==> config.mk <==
export PLATFORM = sky130hd
export DESIGN_NAME = tmw_timer
export DESIGN_NICKNAME = d
export VERILOG_FILES = /design/src/tmw_pkg.sv /design/src/tmw_cmp_buf.sv /design/src/tmw_out_unit.sv /design/src/tmw_timer.sv
export SDC_FILE = /design/constraint.sdc
export NUM_CORES = 1
export LEC_CHECK = 0
export ABC_AREA = 1
export BUFFER_PORTS_ARGS = -buffer_cell sky130_fd_sc_hd__buf_4
export CAP_MARGIN = 25
export CORE_MARGIN = 3
export CORE_UTILIZATION = 52
export DETAILED_ROUTE_END_ITERATION = 6
export PLACE_DENSITY = 0.79
export SLEW_MARGIN = 20
export SYNTH_ARGS = -nofsm -noshare
export SYNTH_HDL_FRONTEND = slang
export SYNTH_SLANG_ARGS = --single-unit
export TNS_END_PERCENT = 5
==> constraint.sdc <==
create_clock -name ref_clk_i -period 1.87 [get_ports ref_clk_i]
set_clock_uncertainty 0.2 [all_clocks]
set_input_delay 0.0935 -clock ref_clk_i [delete_from_list [all_inputs] [get_ports ref_clk_i]]
set_output_delay 0.0935 -clock ref_clk_i [all_outputs]
set_load 0.02 [all_outputs]
==> src/tmw_pkg.sv <==
/*
 * Package for the 8-bit timer waveform block: mode codes, compare
 * output actions, widths and reset values.
 * Assumes nothing beyond a SystemVerilog compiler.
 */
package tmw_pkg;
    localparam int CNT_W = 8;
    localparam logic [7:0] CNT_BOTTOM = 8'h00;
    localparam logic [7:0] CNT_MAX = 8'hFF;
    localparam logic [7:0] CMP_RST = 8'h00;
    localparam logic OC_RST = 1'h0;
    localparam logic [1:0] COM_OFF = 2'h0;
    localparam logic [1:0] COM_TOGGLE = 2'h1;
    localparam logic [1:0] COM_CLEAR = 2'h2;
    localparam logic [1:0] COM_SET = 2'h3;
    localparam int WGM_BIT2 = 2;

    typedef enum logic [2:0] {
        WGM_NORMAL = 3'h0,
        WGM_PC_MAX = 3'h1,
        WGM_CTC = 3'h2,
        WGM_FAST_MAX = 3'h3,
        WGM_RSV4 = 3'h4,
        WGM_PC_OCRA = 3'h5,
        WGM_RSV6 = 3'h6,
        WGM_FAST_OCRA = 3'h7
    } tmw_wgm_type;

    // Single-slope PWM modes
    function automatic logic tmw_is_fast(input logic [2:0] wgm);
        return (wgm == WGM_FAST_MAX) || (wgm == WGM_FAST_OCRA);
    endfunction
endpackage

==> src/tmw_cmp_buf.sv <==
/*
 * Compare value holder: direct in non-PWM modes, double buffered and
 * loaded at the top in single-slope PWM.
 * Assumes writes are one-cycle strobes synchronous to ref_clk_i.
 */
`timescale 1ns/1ps
module tmw_cmp_buf (
    input wire logic ref_clk_i,
    input wire logic rst_i,
    input wire logic wr_i,
    input wire logic [7:0] wdata_i,
    input wire logic buffered_i,
    input wire logic load_i,
    output logic [7:0] value_o
);
    logic [7:0] buf_r;
    logic [7:0] value_r;

    always_ff @(posedge ref_clk_i) begin
        if (rst_i) begin
            buf_r <= tmw_pkg::CMP_RST;
        end else if (wr_i) begin
            buf_r <= wdata_i;
        end
    end

    always_ff @(posedge ref_clk_i) begin
        if (rst_i) begin
            value_r <= tmw_pkg::CMP_RST;
        end else if (!buffered_i && wr_i) begin
            value_r <= wdata_i;
        end else if (buffered_i && load_i) begin
            value_r <= buf_r;
        end
    end

    assign value_o = value_r;
endmodule

==> src/tmw_out_unit.sv <==
/*
 * One compare output unit: output state register and pin override.
 * Assumes match, bottom and force qualifiers come from the counter core.
 */
`timescale 1ns/1ps
module tmw_out_unit #(
    parameter bit HAS_TOGGLE_PWM = 1'b1
) (
    input wire logic ref_clk_i,
    input wire logic rst_i,
    input wire logic [1:0] compare_output_mode_bits_i,
    input wire logic fast_i,
    input wire logic waveform_mode_bit2_i,
    input wire logic match_i,
    input wire logic bottom_i,
    input wire logic force_i,
    input wire logic port_value_i,
    input wire logic pin_dir_out_i,
    output logic compare_output_state_o,
    output logic pin_value_o,
    output logic pin_oe_n_o
);
    logic state_r;
    logic state_nxt;
    logic [1:0] com;

    assign com = compare_output_mode_bits_i;

    always_comb begin
        state_nxt = state_r;
        if (fast_i) begin
            if (match_i) begin
                if (com == tmw_pkg::COM_CLEAR) begin
                    state_nxt = 1'b0;
                end else if (com == tmw_pkg::COM_SET) begin
                    state_nxt = 1'b1;
                end else if (com == tmw_pkg::COM_TOGGLE && HAS_TOGGLE_PWM && waveform_mode_bit2_i) begin
                    state_nxt = ~state_r;
                end
            end
            if (bottom_i) begin
                if (com == tmw_pkg::COM_CLEAR) begin
                    state_nxt = 1'b1;
                end else if (com == tmw_pkg::COM_SET) begin
                    state_nxt = 1'b0;
                end
            end
        end else if (match_i || force_i) begin
            case (com)
                tmw_pkg::COM_TOGGLE: state_nxt = ~state_r;
                tmw_pkg::COM_CLEAR: state_nxt = 1'b0;
                tmw_pkg::COM_SET: state_nxt = 1'b1;
                default: state_nxt = state_r;
            endcase
        end
    end

    always_ff @(posedge ref_clk_i) begin
        if (rst_i) begin
            state_r <= tmw_pkg::OC_RST;
        end else begin
            state_r <= state_nxt;
        end
    end

    assign pin_value_o = (com != tmw_pkg::COM_OFF) ? state_r : port_value_i;
    assign pin_oe_n_o = ~pin_dir_out_i;
    assign compare_output_state_o = state_r;
endmodule

==> src/tmw_timer.sv <==
/*
 * 8-bit timer counter with normal, clear-on-match and single-slope PWM
 * counting, compare flags, overflow flag and two compare outputs.
 * Assumes a one-cycle timer clock enable from the prescaler and
 * one-cycle write strobes, all synchronous to ref_clk_i.
 */
`timescale 1ns/1ps
module tmw_timer (
    input wire logic ref_clk_i,
    input wire logic rst_i,
    input wire logic timer_tick_i,
    input wire logic [2:0] waveform_mode_select_i,
    input wire logic [1:0] compare_output_mode_a_i,
    input wire logic [1:0] compare_output_mode_b_i,
    input wire logic count_wr_i,
    input wire logic [7:0] count_wdata_i,
    input wire logic cmp_a_wr_i,
    input wire logic cmp_b_wr_i,
    input wire logic [7:0] cmp_wdata_i,
    input wire logic force_compare_strobe_a_i,
    input wire logic force_compare_strobe_b_i,
    input wire logic flag_clr_ovf_i,
    input wire logic flag_clr_a_i,
    input wire logic flag_clr_b_i,
    input wire logic ovf_serviced_i,
    input wire logic cmp_a_serviced_i,
    input wire logic cmp_b_serviced_i,
    input wire logic port_a_value_i,
    input wire logic port_b_value_i,
    input wire logic dir_a_out_i,
    input wire logic dir_b_out_i,
    output logic [7:0] count_value_o,
    output logic [7:0] compare_value_a_o,
    output logic [7:0] compare_value_b_o,
    output logic overflow_flag_o,
    output logic compare_flag_a_o,
    output logic compare_flag_b_o,
    output logic compare_output_a_o,
    output logic compare_output_b_o,
    output logic pin_a_value_o,
    output logic pin_a_oe_n_o,
    output logic pin_b_value_o,
    output logic pin_b_oe_n_o
);
    logic [7:0] count_r;
    logic [7:0] count_nxt;
    logic ovf_r;
    logic flag_a_r;
    logic flag_b_r;
    logic block_r;
    logic [7:0] cmp_a;
    logic [7:0] cmp_b;
    logic [7:0] top;
    logic fast;
    logic clear_on_match_mode;
    logic at_top;
    logic eq_a;
    logic eq_b;
    logic match_a;
    logic match_b;
    logic wrap;
    logic ovf_set;
    logic force_ok;

    assign fast = tmw_pkg::tmw_is_fast(waveform_mode_select_i);
    assign clear_on_match_mode = (waveform_mode_select_i == tmw_pkg::WGM_CTC);
    assign top = (waveform_mode_select_i == tmw_pkg::WGM_FAST_OCRA || clear_on_match_mode) ? cmp_a : tmw_pkg::CNT_MAX;
    assign at_top = (count_r == top);
    assign eq_a = (count_r == cmp_a) && !block_r;
    assign eq_b = (count_r == cmp_b) && !block_r;
    assign match_a = timer_tick_i && eq_a;
    assign match_b = timer_tick_i && eq_b;
    assign wrap = timer_tick_i && fast && at_top;
    assign force_ok = !fast;

    always_comb begin
        count_nxt = count_r + 8'h01;
        ovf_set = 1'b0;
        case (waveform_mode_select_i)
            tmw_pkg::WGM_NORMAL: begin
                ovf_set = (count_r == tmw_pkg::CNT_MAX);
            end
            tmw_pkg::WGM_CTC: begin
                ovf_set = (count_r == tmw_pkg::CNT_MAX);
                if (eq_a) begin
                    count_nxt = tmw_pkg::CNT_BOTTOM;
                end
            end
            tmw_pkg::WGM_FAST_MAX, tmw_pkg::WGM_FAST_OCRA: begin
                ovf_set = at_top;
                if (at_top) begin
                    count_nxt = tmw_pkg::CNT_BOTTOM;
                end
            end
            default: begin
                ovf_set = (count_r == tmw_pkg::CNT_MAX);
            end
        endcase
    end

    // Counter; software write has priority
    always_ff @(posedge ref_clk_i) begin
        if (rst_i) begin
            count_r <= tmw_pkg::CNT_BOTTOM;
        end else if (count_wr_i) begin
            count_r <= count_wdata_i;
        end else if (timer_tick_i) begin
            count_r <= count_nxt;
        end
    end

    // Count write blocks matches for one timer cycle
    always_ff @(posedge ref_clk_i) begin
        if (rst_i) begin
            block_r <= 1'b0;
        end else if (count_wr_i) begin
            block_r <= 1'b1;
        end else if (timer_tick_i) begin
            block_r <= 1'b0;
        end
    end

    // Overflow flag only set by counting
    always_ff @(posedge ref_clk_i) begin
        if (rst_i) begin
            ovf_r <= 1'b0;
        end else if (timer_tick_i && ovf_set) begin
            ovf_r <= 1'b1;
        end else if (ovf_serviced_i || flag_clr_ovf_i) begin
            ovf_r <= 1'b0;
        end
    end

    // Flag on the next timer cycle
    always_ff @(posedge ref_clk_i) begin
        if (rst_i) begin
            flag_a_r <= 1'b0;
            flag_b_r <= 1'b0;
        end else begin
            if (match_a) begin
                flag_a_r <= 1'b1;
            end else if (flag_clr_a_i || cmp_a_serviced_i) begin
                flag_a_r <= 1'b0;
            end
            if (match_b) begin
                flag_b_r <= 1'b1;
            end else if (flag_clr_b_i || cmp_b_serviced_i) begin
                flag_b_r <= 1'b0;
            end
        end
    end

    // Buffered in single-slope PWM, loaded at top
    tmw_cmp_buf u_cmp_a (
        .ref_clk_i(ref_clk_i),
        .rst_i(rst_i),
        .wr_i(cmp_a_wr_i),
        .wdata_i(cmp_wdata_i),
        .buffered_i(fast),
        .load_i(wrap),
        .value_o(cmp_a)
    );

    tmw_cmp_buf u_cmp_b (
        .ref_clk_i(ref_clk_i),
        .rst_i(rst_i),
        .wr_i(cmp_b_wr_i),
        .wdata_i(cmp_wdata_i),
        .buffered_i(fast),
        .load_i(wrap),
        .value_o(cmp_b)
    );

    // Top match ignored when set or clear at bottom
    tmw_out_unit #(.HAS_TOGGLE_PWM(1'b1)) u_out_a (
        .ref_clk_i(ref_clk_i),
        .rst_i(rst_i),
        .compare_output_mode_bits_i(compare_output_mode_a_i),
        .fast_i(fast),
        .waveform_mode_bit2_i(waveform_mode_select_i[tmw_pkg::WGM_BIT2]),
        .match_i(match_a && !(fast && at_top && compare_output_mode_a_i[1])),
        .bottom_i(wrap),
        .force_i(force_ok && force_compare_strobe_a_i),
        .port_value_i(port_a_value_i),
        .pin_dir_out_i(dir_a_out_i),
        .compare_output_state_o(compare_output_a_o),
        .pin_value_o(pin_a_value_o),
        .pin_oe_n_o(pin_a_oe_n_o)
    );

    tmw_out_unit #(.HAS_TOGGLE_PWM(1'b0)) u_out_b (
        .ref_clk_i(ref_clk_i),
        .rst_i(rst_i),
        .compare_output_mode_bits_i(compare_output_mode_b_i),
        .fast_i(fast),
        .waveform_mode_bit2_i(waveform_mode_select_i[tmw_pkg::WGM_BIT2]),
        .match_i(match_b && !(fast && at_top && compare_output_mode_b_i[1])),
        .bottom_i(wrap),
        .force_i(force_ok && force_compare_strobe_b_i),
        .port_value_i(port_b_value_i),
        .pin_dir_out_i(dir_b_out_i),
        .compare_output_state_o(compare_output_b_o),
        .pin_value_o(pin_b_value_o),
        .pin_oe_n_o(pin_b_oe_n_o)
    );

    assign count_value_o = count_r;
    assign compare_value_a_o = cmp_a;
    assign compare_value_b_o = cmp_b;
    assign overflow_flag_o = ovf_r;
    assign compare_flag_a_o = flag_a_r;
    assign compare_flag_b_o = flag_b_r;
endmodule
==> metrics.cfg, run 1 <==
[pwr]
leakage_nw = 1.789
power.internal_w = 0.001614
p_seq_share_pct = 46.0
combPwrFrac_pct = 27.8
p_switching_w = 0.0008022
swShare_pct = 33.20
p_clk_share_pct = 26.2
pwr_density_cell_nw_per_um2 = 631.7
ir_drop_v = 0.0006709

[final_layout]
postLayoutCoreUtil_pct = 84.35
diodes = 0
final_cells = 577
fin_area_um2 = 3825
n_fill_cell = 318
nets = 556
layout-drive-gt1-share_pct = 33.40
area_growth_pct = 49.63

[worst_hold_path]
min_from = compare_output_mode_a_i[0]
min_to = u_out_a.compare_output_state_o
hold_class = input port to flip-flop
timing.hold.worst_path_depth = 6

[die]
coreArea_um2 = 4534
die_w_um = 76.11
die-area_um2 = 5793
die_y_um = 76.11
start_util_pct = 56.37
io_pins = 74
fp-row-count = 24

[placement]
gp_congestion = 0.9450
dp_hpwl_um = 5803
io_buffers = 73
place_area_um2 = 3276
place_inst = 532
pre_cts_ws_ps = -85.54

[worst_setup_path]
end_kind = flip-flop
reg2reg_from = count_value_o[3]
required_ps = 1880
r2r_cells = 13
path_class = flip-flop to flip-flop
r2r_slack_ps = -60
critPathMaxFanout = 7
cp-start-kind = flip-flop
crit_arrival_ps = 1940

[detailed_routing]
route.vias.total = 3069
drcViolationCount = 0
firstDrtPassIters = 5
wl_per_cell_um = 14.44
drt_iter0_markers = 273
routed_via_density = 5.319
antenna_left = 0
drt_wl_total_um = 8331

[clocking]
cts_root_buf = clkbuf_8
cts_buffers = 5
path_clk_slew_ps = 90
cts.path.max_buffers = 2
insertion_delay_ps = 310
cts_tree = done
cts_sinks = 46
htree_levels = 2

[timing]
hold_slack_ps = 7.698
period_share_pct = 103.0
tightest_slew_ps = 734.7
min_period_ps = 1927
rsz0062_at_grt = true
finalSetupViolations = 2
finalHoldViolCount = 0
max_freq_mhz = 518.9
finalMaxSlewViolations = 0
fin_ws_ps = -57.01
slew_headroom_pct = 50.86

[run_status]
status = complete, but fails checks
violations = negative setup slack

[synthesis]
avgSynthCellArea_um2 = 6.622
yosysUniqueCellTypes = 36
synth-seq-cells = 46
synth.yosys.warnings = 0
ys_seq_area_share_pct = 36.03
syn_inst = 386
mappedNetlistArea_um2 = 2556
syn_nets = 431

[job]
drv_cap = 0

[global_route]
grt_pass1_wl_um = 13500
grt_pass1_vias = 2836
track_usage_pct = 28.41
grt_max_degree = 30
antenna_found_initial = 0
grt-ovfl-total = 0

==> cell type report <==
| type | count | area, µm² | share of cell area, % |
|---|---|---|---|
| clock buffer | 5 | 68.82 | 1.799 |
| clock inverter | 3 | 21.27 | 0.5561 |
| inverter | 48 | 187.7 | 4.907 |
| multi-input combinational | 280 | 1445 | 37.78 |
| sequential | 46 | 968.4 | 25.32 |
| tap | 65 | 81.33 | 2.126 |
| timing repair buffer | 130 | 1052 | 27.51 |
==> logic make-up (layout without fill, tap and decap cells) <==
group,Yosys count,in the layout,synth area share [%]
adder cells (fa/ha/maj),4,4,1.958
buffers and inverters,60,186,9.692
XOR/XNOR,2,2,0.6854
flip-flops,46,46,36.03
AND/OR/NAND/NOR,178,178,30.25
AO/OA/AOI/OAI,96,96,21.39
==> worst max-delay path, stage by stage, from the launching register on <==
cell and delay, ps:
dfxtp_4 380, inv_4 60, nand2_2 50, nand2_1 50, nor2_2 140, nand2_2 80, nor2_4 140, nand4_4 200
inv_2 140, nand2_1 60, nand2_1 60, o21bai_1 70, nor2_1 130, nor2_1 60
==> worst max path at each step <==
stage                endpoint                from
finish              flip-flop    count_value_o[3]
global route        flip-flop    count_value_o[4]
CTS                 flip-flop    count_value_o[2]
detailed placement  flip-flop  u_cmp_a.value_o[3]
global placement    flip-flop  u_cmp_a.value_o[3]
floorplan           flip-flop    count_value_o[7]
==> cells in the final DEF (no fill, tap or decap), types with 2 or more instances in the layout <==
cell and instances:
buf_4 100, o21ai_0 31, nand4_1 5, dlygate4sd3_1 29
nor3_2 2, o21ai_2 2, a21oi_1 32, a31oi_1 12
dfxtp_1 30, dfxtp_2 5, nand2_4 3, nor2_1 31
xnor2_1 2, nand2_1 94, o22ai_1 2, nand2_2 13
ha_1 4, nand3b_1 2, a31oi_2 2, inv_4 3
inv_2 11, clkbuf_8 5, a22oi_1 7, inv_1 34
nand3_1 17, dfxtp_4 11, o21ai_1 5, nor2_2 6
==> registers in the layout, indices dropped and copies added (netlist names), 8 cells and up, named ones only <==
signal	cells
u_cmp_a.buf_r	8
count_value_o	8
u_cmp_b.buf_r	8
u_cmp_a.value_o	8
u_cmp_b.value_o	8
==> per-stage QoR <==
stage	setup TNS, ps	total power, W
global route	-1164	0.002542
finish	-66.56	0.002416
detailed placement	-579.2	0.001710
floorplan	0	0.001453
global placement	-595.0	0.001700
CTS	0	0.002382
==> per-layer routing <==
layer,GRT usage (%),share of wire (%),vias to the layer above
met2,48.67,49,143
li1,-,-,1517
met3,4.965,7.2,29
met1,36.17,42,1380
met5,0,0,-
met4,9.239,2.3,0
==> what timing repair did <==
item	4_1_cts	5_1_grt
buffers inserted	2	6
pin swaps	2	19
endpoints found under the hold margin	43	0
hold buffers	29	0
cloned	0	0
gates resized for setup	9	44
endpoints found under the setup margin	25	27
==> synth_stat cells, drive strengths merged <==
cell type | n | area [µm²]
nor3 | 2 | 10.01
o22ai | 2 | 12.51
nand3 | 17 | 85.08
a211oi | 1 | 7.510
ha | 4 | 50.05
nand4 | 6 | 52.55
a31oi | 14 | 100.1
clkbuf | 7 | 26.28
a21oi | 32 | 160.2
nor2 | 38 | 157.7
xnor2 | 2 | 17.52
nand3b | 2 | 15.01
o21ai | 38 | 197.7
or2 | 1 | 6.260
buf | 5 | 38.78
nand2 | 110 | 432.9
inv | 48 | 182.7
nor3b | 1 | 7.510
a22oi | 7 | 52.55
a41oi | 1 | 8.760
and3 | 1 | 6.260
dfxtp | 46 | 920.9
o21bai | 1 | 7.510
==> power by group through the flow <==
stage,clock network [W],registers (W),logic [W]
after floorplan,0,0.00117,0.000287
after detailed placement,0,0.00113,0.000579
after global routing,0.000691,0.00112,0.000733
after CTS,0.000637,0.00111,0.000638
final,0.000633,0.00111,0.000671
after global placement,0,0.00113,0.000571
Power figures use the tool's default switching activity.
==> run 2, diff against run 1 <==
--- a/config.mk
+++ b/config.mk
@@ -11,7 +11,8 @@
 export CORE_MARGIN = 3
 export CORE_UTILIZATION = 52
 export DETAILED_ROUTE_END_ITERATION = 6
-export PLACE_DENSITY = 0.79
+export PLACE_DENSITY = 0.8
+export RECOVER_POWER = 100
 export SLEW_MARGIN = 20
 export SYNTH_ARGS = -nofsm -noshare
 export SYNTH_HDL_FRONTEND = slang
==> run 2 against run 1 <==
The run still ends with negative setup slack left. Non-clock buffer count up 2. Final cell count increased by 0.35%. Setup slack better by 14 ps. Sequential power barely moved. Via count up 2.2%. Register-to-register slack about the same. Flip-flop and latch count unchanged. Hold slack better by 7.1 ps. Combinational power rose by 4.2%. Sequential share of layout area fell by 0.50 points. Critical path depth up 1.
==> metrics.cfg, run 2 (synthesis results as in run 1) <==
[clocking]
path_clk_slew_ps = 90  ; about the same
cts_sinks = 46  ; unchanged
insertion_delay_ps = 300  ; was 310 ps
cts_tree = done  ; unchanged
htree_levels = 2  ; unchanged
cts_buffers = 5  ; unchanged
cts.path.max_buffers = 2  ; unchanged
cts_root_buf = clkbuf_8  ; unchanged

[detailed_routing]
wl_per_cell_um = 15.14  ; was 14.44 µm
drt_wl_total_um = 8767  ; was 8331 µm
firstDrtPassIters = 5  ; unchanged
antenna_left = 0  ; unchanged
drcViolationCount = 0  ; unchanged
drt_iter0_markers = 240  ; was 273
routed_via_density = 5.418  ; was 5.319
route.vias.total = 3137  ; was 3069

[die]
die_y_um = 76.11  ; unchanged
die-area_um2 = 5793  ; unchanged
io_pins = 74  ; unchanged
fp-row-count = 24  ; unchanged
coreArea_um2 = 4534  ; unchanged
start_util_pct = 56.37  ; unchanged
die_w_um = 76.11  ; unchanged

[global_route]
met3_usage_pct = 6.028  ; was 4.965%
grt_pass1_vias = 2980  ; was 2836
antenna_found_initial = 0  ; unchanged
top_usage_layer = met2  ; unchanged
met2_usage_pct = 52.66  ; was 48.67%
grt_pass1_wl_um = 14100  ; was 13500 µm
track_usage_pct = 29.42  ; was 28.41%
grt-ovfl-total = 0  ; unchanged
use_met1_pct = 35.16  ; was 36.17%
grt_max_degree = 28  ; was 30

[pwr]
power.total_w = 0.002458  ; was 0.002416 W
p_clk_share_pct = 26.1  ; was 26.2%
swShare_pct = 33.68  ; was 33.20%
combPwrFrac_pct = 28.4  ; was 27.8%
ir_drop_v = 0.0005487  ; was 0.0006709 V
leakage_nw = 1.776  ; was 1.789 nW
pwr_density_cell_nw_per_um2 = 635.7  ; was 631.7 nW/µm²
power.internal_w = 0.001631  ; was 0.001614 W
p_seq_share_pct = 45.5  ; was 46.0%
p_switching_w = 0.0008279  ; was 0.0008022 W

[final_layout]
nets = 558  ; was 556
final_cell_mix = buf_4 (97), nand2_1 (93), inv_1 (35), a21oi_1 (31), dfxtp_1 (31)  ; was buf_4 (100), nand2_1 (94), inv_1 (34), a21oi_1 (32)
final_common_cell = buf_4  ; unchanged
final_cells = 579  ; was 577
area_growth_pct = 51.30  ; was 49.63%
n_fill_cell = 276  ; was 318
fin_area_um2 = 3867  ; was 3825 µm²
diodes = 0  ; unchanged
layout-drive-gt1-share_pct = 33.66  ; was 33.40%

[timing]
period_share_pct = 102.3  ; was 103.0%
slew_headroom_pct = 64.48  ; was 50.86%
min_period_ps = 1913  ; was 1927 ps
rsz0062_at_grt = true  ; unchanged
finalHoldViolCount = 0  ; unchanged
fin_ws_ps = -43.19  ; was -57.01 ps
max_freq_mhz = 522.7  ; was 518.9 MHz
finalMaxSlewViolations = 0  ; unchanged
finalSetupViolations = 3  ; was 2
hold_slack_ps = 14.75  ; was 7.698 ps
tightest_slew_ps = 530.9  ; was 734.7 ps

[worst_setup_path]
cp.buffers_inverters = 3  ; was 2
end_kind = flip-flop  ; unchanged
reg2reg_from = count_value_o[1]  ; was count_value_o[3]
slowest_stage = dfxtp_4  ; unchanged
critPathMaxFanout = 5  ; was 7
cp-start-kind = flip-flop  ; unchanged
crit_arrival_ps = 1920  ; was 1940 ps
slowest_delay_ps = 410  ; was 380 ps
path_cells = inv_4 -> buf_4 -> nand2_1 -> o21ai_0 -> nor2_1 -> nand3_2 -> nor2_4 -> nand2_2 -> nand2_2 -> nand2_2 -> nand2_1 -> inv_1 -> nor2_1 -> nor2_1  ; was inv_4 -> nand2_2 -> nand2_1 -> nor2_2 -> nand2_2 -> nor2_4 -> nand4_4 -> inv_2 -> nand2_1 -> nand2_1 -> o21bai_1 -> nor2_1 -> nor2_1
path_class = flip-flop to flip-flop  ; unchanged
critPathLaunch = count_value_o[1]  ; was count_value_o[3]
required_ps = 1870  ; was 1880 ps
cp_top_family = simple AND/OR/NAND/NOR gates  ; unchanged

[worst_hold_path]
min_from = compare_output_mode_b_i[0]  ; was compare_output_mode_a_i[0]
hold_class = input port to flip-flop  ; unchanged

[placement]
place_inst = 534  ; was 532
gp_congestion = 0.9336  ; was 0.9450
pre_cts_ws_ps = -85.69  ; was -85.54 ps
dp_hpwl_um = 6040  ; was 5803 µm
io_buffers = 73  ; unchanged
place_area_um2 = 3291  ; was 3276 µm²

[job]
drv_cap = 0  ; unchanged

[run_status]
violations = negative setup slack  ; unchanged
status = complete, but fails checks  ; unchanged

-- run 2: area by class of cell --
type | count | area [µm²] | share of cell area [%]
Multi-Input combinational cell | 280 | 1484 | 38.37
Timing Repair Buffer | 132 | 1057 | 27.34
Sequential cell | 46 | 959.7 | 24.81
Inverter | 48 | 192.7 | 4.982
Tap cell | 65 | 81.33 | 2.103
Clock buffer | 5 | 68.82 | 1.779
Clock inverter | 3 | 23.77 | 0.6147
-- run 2: layer usage --
metal	vias to the layer above	part of all wire, %
met2	150	51
met1	1443	39
met5	-	0
met3	14	8.2
li1	1530	-
met4	0	1.8
-- run 2: metrics by stage --
stage | utilization, % | setup TNS [ps]
finish | 85.29 | -65.27
global route | 85.29 | -1657
CTS | 82.89 | -12.16
detailed placement | 72.57 | -348.0
global placement | 72.57 | -80.10
floorplan | - | 0
-- run 2: worst reg2reg max path, stage by stage (launching register included) --
cell and delay (ps):
dfxtp_4 410, inv_4 50, buf_4 130, nand2_1 70
o21ai_0 110, nor2_1 140, nand3_2 100, nor2_4 140
nand2_2 90, nand2_2 70, nand2_2 60, nand2_1 60
inv_1 30, nor2_1 100, nor2_1 40
-- run 2: worst paths after layout --
path              cells after the start  slack, ps               end
hold / removal                        6         10         flip-flop
setup reg to reg                     14        -40         flip-flop
setup / recovery                     14        -40         flip-flop
hold reg to reg                       2        270  u_cmp_a.buf_r[3]
-- run 2: what timing repair did --
item,in CTS,in global routing
pin swaps,9,13
setup buffers,5,3
endpoints found under the hold margin,44,0
setup endpoints to repair,23,28
resized for setup,22,40
hold buffers,29,0
-- run 2: power by group through the flow --
stage | clock, W | combinational [W] | sequential (W)
CTS | 0.000639 | 0.000656 | 0.00111
global route | 0.000687 | 0.000762 | 0.00112
finish | 0.000642 | 0.000699 | 0.00112
floorplan | 0 | 0.000287 | 0.00117
global placement | 0 | 0.000580 | 0.00113
detailed placement | 0 | 0.000587 | 0.00113
==> run 3, diff against run 2 <==
--- a/config.mk
+++ b/config.mk
@@ -5,7 +5,7 @@
 export SDC_FILE = /design/constraint.sdc
 export NUM_CORES = 1
 export LEC_CHECK = 0
-export ABC_AREA = 1
+export ABC_CLOCK_PERIOD_IN_PS = 1870
 export BUFFER_PORTS_ARGS = -buffer_cell sky130_fd_sc_hd__buf_4
 export CAP_MARGIN = 25
 export CORE_MARGIN = 3
==> run 3 against run 2 <==
The run still ends with negative setup slack left. Final cell count decreased by 7.9%. Core utilization decreased by 0.67 points. Hold slack got worse by 6.4 ps.
==> metrics.cfg, run 3 <==
[final_layout]
fin_area_um2 = 4050  ; was 3867 µm²
area_growth_pct = 55.03  ; was 51.30%
nets = 510  ; was 558
postLayoutCoreUtil_pct = 84.63  ; was 85.29%
layout-drive-gt1-share_pct = 32.62  ; was 33.66%
final_cell_mix = buf_4 (103), nor2_1 (44), nand2_1 (41), dfxtp_1 (36), dlygate4sd3_1 (33)  ; was buf_4 (97), nand2_1 (93), inv_1 (35), a21oi_1 (31), dfxtp_1 (31)
final_common_cell = buf_4  ; unchanged
diodes = 0  ; unchanged

[global_route]
antenna_found_initial = 0  ; unchanged
track_usage_pct = 28.92  ; was 29.42%
grt_max_degree = 48  ; was 28
grt_pass1_wl_um = 13830  ; was 14100 µm
grt-ovfl-total = 0  ; unchanged
grt_pass1_vias = 2920  ; was 2980

[worst_setup_path]
path_cells = buf_4 -> o2111ai_1 -> o31a_1 -> buf_4 -> o31a_1 -> o221ai_2 -> o221ai_2 -> a221oi_2  ; was inv_4 -> buf_4 -> nand2_1 -> o21ai_0 -> nor2_1 -> nand3_2 -> nor2_4 -> nand2_2 -> nand2_2 -> nand2_2 -> nand2_1 -> inv_1 -> nor2_1 -> nor2_1
cp.buffers_inverters = 2  ; was 3
cp-start-kind = flip-flop  ; unchanged
cp_top_family = compound AO/OA/AOI/OAI gates  ; was simple AND/OR/NAND/NOR gates
required_ps = 1900  ; was 1870 ps
crit_arrival_ps = 2420  ; was 1920 ps
slowest_stage = o31a_1  ; was dfxtp_4
end_kind = flip-flop  ; unchanged
slowest_delay_ps = 400  ; was 410 ps
path_class = flip-flop to flip-flop  ; unchanged
r2r_slack_ps = -530  ; was -40 ps
critPathMaxFanout = 3  ; was 5

[detailed_routing]
drcViolationCount = 0  ; unchanged
route.vias.total = 3173  ; was 3137
firstDrtPassIters = 5  ; unchanged
drt_wl_total_um = 9481  ; was 8767 µm
wl_per_cell_um = 17.79  ; was 15.14 µm
drt_iter0_markers = 431  ; was 240
routed_via_density = 5.953  ; was 5.418
antenna_left = 0  ; unchanged

[synthesis]
syn_inst = 318  ; was 386
yosysUniqueCellTypes = 56  ; was 36
synthArstFlopShare_pct = 0  ; unchanged
synth-edff-count = 0  ; unchanged
synth_top_area_share_pct = 35.25  ; was 36.03%
ys_seq_area_share_pct = 35.25  ; was 36.03%
synth_common_cells = dfxtp_1 (46), nor2_1 (45), nand2_1 (41)  ; was nand2_1 (106), dfxtp_1 (46), inv_1 (41)
synth-seq-cells = 46  ; unchanged
yosysTopAreaCell = dfxtp_1  ; unchanged
avgSynthCellArea_um2 = 8.215  ; was 6.622 µm²
syn_nets = 363  ; was 431
synth.yosys.warnings = 0  ; unchanged
yosysMostFrequentCell = dfxtp_1  ; was nand2_1
mappedNetlistArea_um2 = 2613  ; was 2556 µm²
synthTopCellsByArea = dfxtp_1 (35%), nor2_1 (6.5%), mux2i_1 (6.1%), nand2_1 (5.9%), a311oi_1 (5.7%)  ; was dfxtp_1 (36%), nand2_1 (16%), a21oi_1 (6.3%), o21ai_0 (6.1%), inv_1 (6.0%)
ys.flop_type = dfxtp_1  ; unchanged

[timing]
finalMaxSlewViolations = 0  ; unchanged
min_period_ps = 2398  ; was 1913 ps
fin_ws_ps = -527.9  ; was -43.19 ps
finalSetupViolations = 30  ; was 3
max_freq_mhz = 417.0  ; was 522.7 MHz
finalHoldViolCount = 0  ; unchanged
finalSetupTns_ps = -12130  ; was -65.27 ps
period_share_pct = 128.2  ; was 102.3%
tightest_slew_ps = 609.4  ; was 530.9 ps
rsz0062_at_grt = true  ; unchanged
slew_headroom_pct = 59.37  ; was 64.48%

[clocking]
cts_buffers = 5  ; unchanged
path_clk_slew_ps = 90  ; about the same
cts_sinks = 46  ; unchanged
cts_root_buf = clkbuf_8  ; unchanged
insertion_delay_ps = 310  ; was 300 ps
cts.path.max_buffers = 2  ; unchanged
cts_tree = done  ; unchanged
htree_levels = 2  ; unchanged

[die]
fp-row-count = 25  ; was 24
die-area_um2 = 5911  ; was 5793 µm²
start_util_pct = 54.59  ; was 56.37%
io_pins = 74  ; unchanged
die_w_um = 76.88  ; was 76.11 µm
die_y_um = 76.88  ; was 76.11 µm
coreArea_um2 = 4786  ; was 4534 µm²

[pwr]
ir_drop_v = 0.0006980  ; was 0.0005487 V
pwr_density_cell_nw_per_um2 = 633.1  ; was 635.7 nW/µm²
leakage_nw = 1.743  ; was 1.776 nW
power.total_w = 0.002564  ; was 0.002458 W

[placement]
place_area_um2 = 3585  ; was 3291 µm²
dp_hpwl_um = 6014  ; was 6040 µm
io_buffers = 73  ; unchanged
gp_congestion = 0.9176  ; was 0.9336

[job]
drv_cap = 0  ; unchanged

[run_status]
status = complete, but fails checks  ; unchanged
violations = negative setup slack  ; unchanged

[worst_hold_path]
hold_class = input port to flip-flop  ; unchanged

run 3: final timing paths:
kind,from,end,cells after the start
max,u_cmp_a.value_o[7],flip-flop,8
min,compare_output_mode_b_i[1],flip-flop,3
max reg2reg,u_cmp_a.value_o[7],flip-flop,8
min reg2reg,u_cmp_a.buf_r[5],u_cmp_a.value_o[5],2
run 3: area by class of cell:
| cell class | count | area, µm² |
|---|---|---|
| inverter | 20 | 77.57 |
| clock inverter | 3 | 27.53 |
| sequential | 46 | 943.4 |
| tap | 67 | 83.83 |
| clock buffer | 5 | 68.82 |
| multi-input combinational | 233 | 1608 |
| timing repair buffer | 159 | 1241 |
| fill | 297 | 735.7 |
run 3: worst reg2reg max path, cell delays in order, from the launching register on:
cell and delay [ps]:
dfxtp_1 350, buf_4 130, o2111ai_1 240, o31a_1 400
buf_4 160, o31a_1 310, o221ai_2 190, o221ai_2 140
a221oi_2 210
run 3: kinds of logic (layout without fill, tap and decap cells):
logic type	count (synthesis)	in the layout	synth area share (%)
AO/OA/AOI/OAI	67	67	20.83
XOR/XNOR	9	9	3.017
adder cells (fa/ha/maj)	4	4	1.916
buffers and inverters	39	187	6.274
flip-flops	46	46	35.25
multiplexers	18	18	6.992
AND/OR/NAND/NOR	135	135	25.72
run 3: through the flow:
step / hold WS [ps] / instances / worst slack [ps]
detailed placement: 162.7 / 490 / -371.7
finish: 8.322 / 533 / -527.9
global placement: 155.2 / 490 / -323.0
floorplan: 38.34 / 318 / -306.0
global route: 12.26 / 533 / -587.2
CTS: 6.186 / 531 / -389.8
run 3: what timing repair did:
item,4_1_cts,5_1_grt
endpoints found under the hold margin,46,0
pin swaps,14,16
cloned,0,0
hold buffers,33,0
setup endpoints to repair,28,28
setup buffers,0,2
resized for setup,2,21
run 3: routing by layer:
metal | global-route usage (%) | part of all wire (%)
met5 | 0 | 0
met4 | 9.601 | 4.1
met3 | 4.460 | 9.5
met2 | 51.74 | 49
met1 | 35.11 | 37
run 3: power by group:
part           leakage [nW]  internal, W  switching, W
combinational          1.31     0.000371      0.000410
sequential            0.385      0.00105     0.0000665
clock                0.0467     0.000278      0.000389
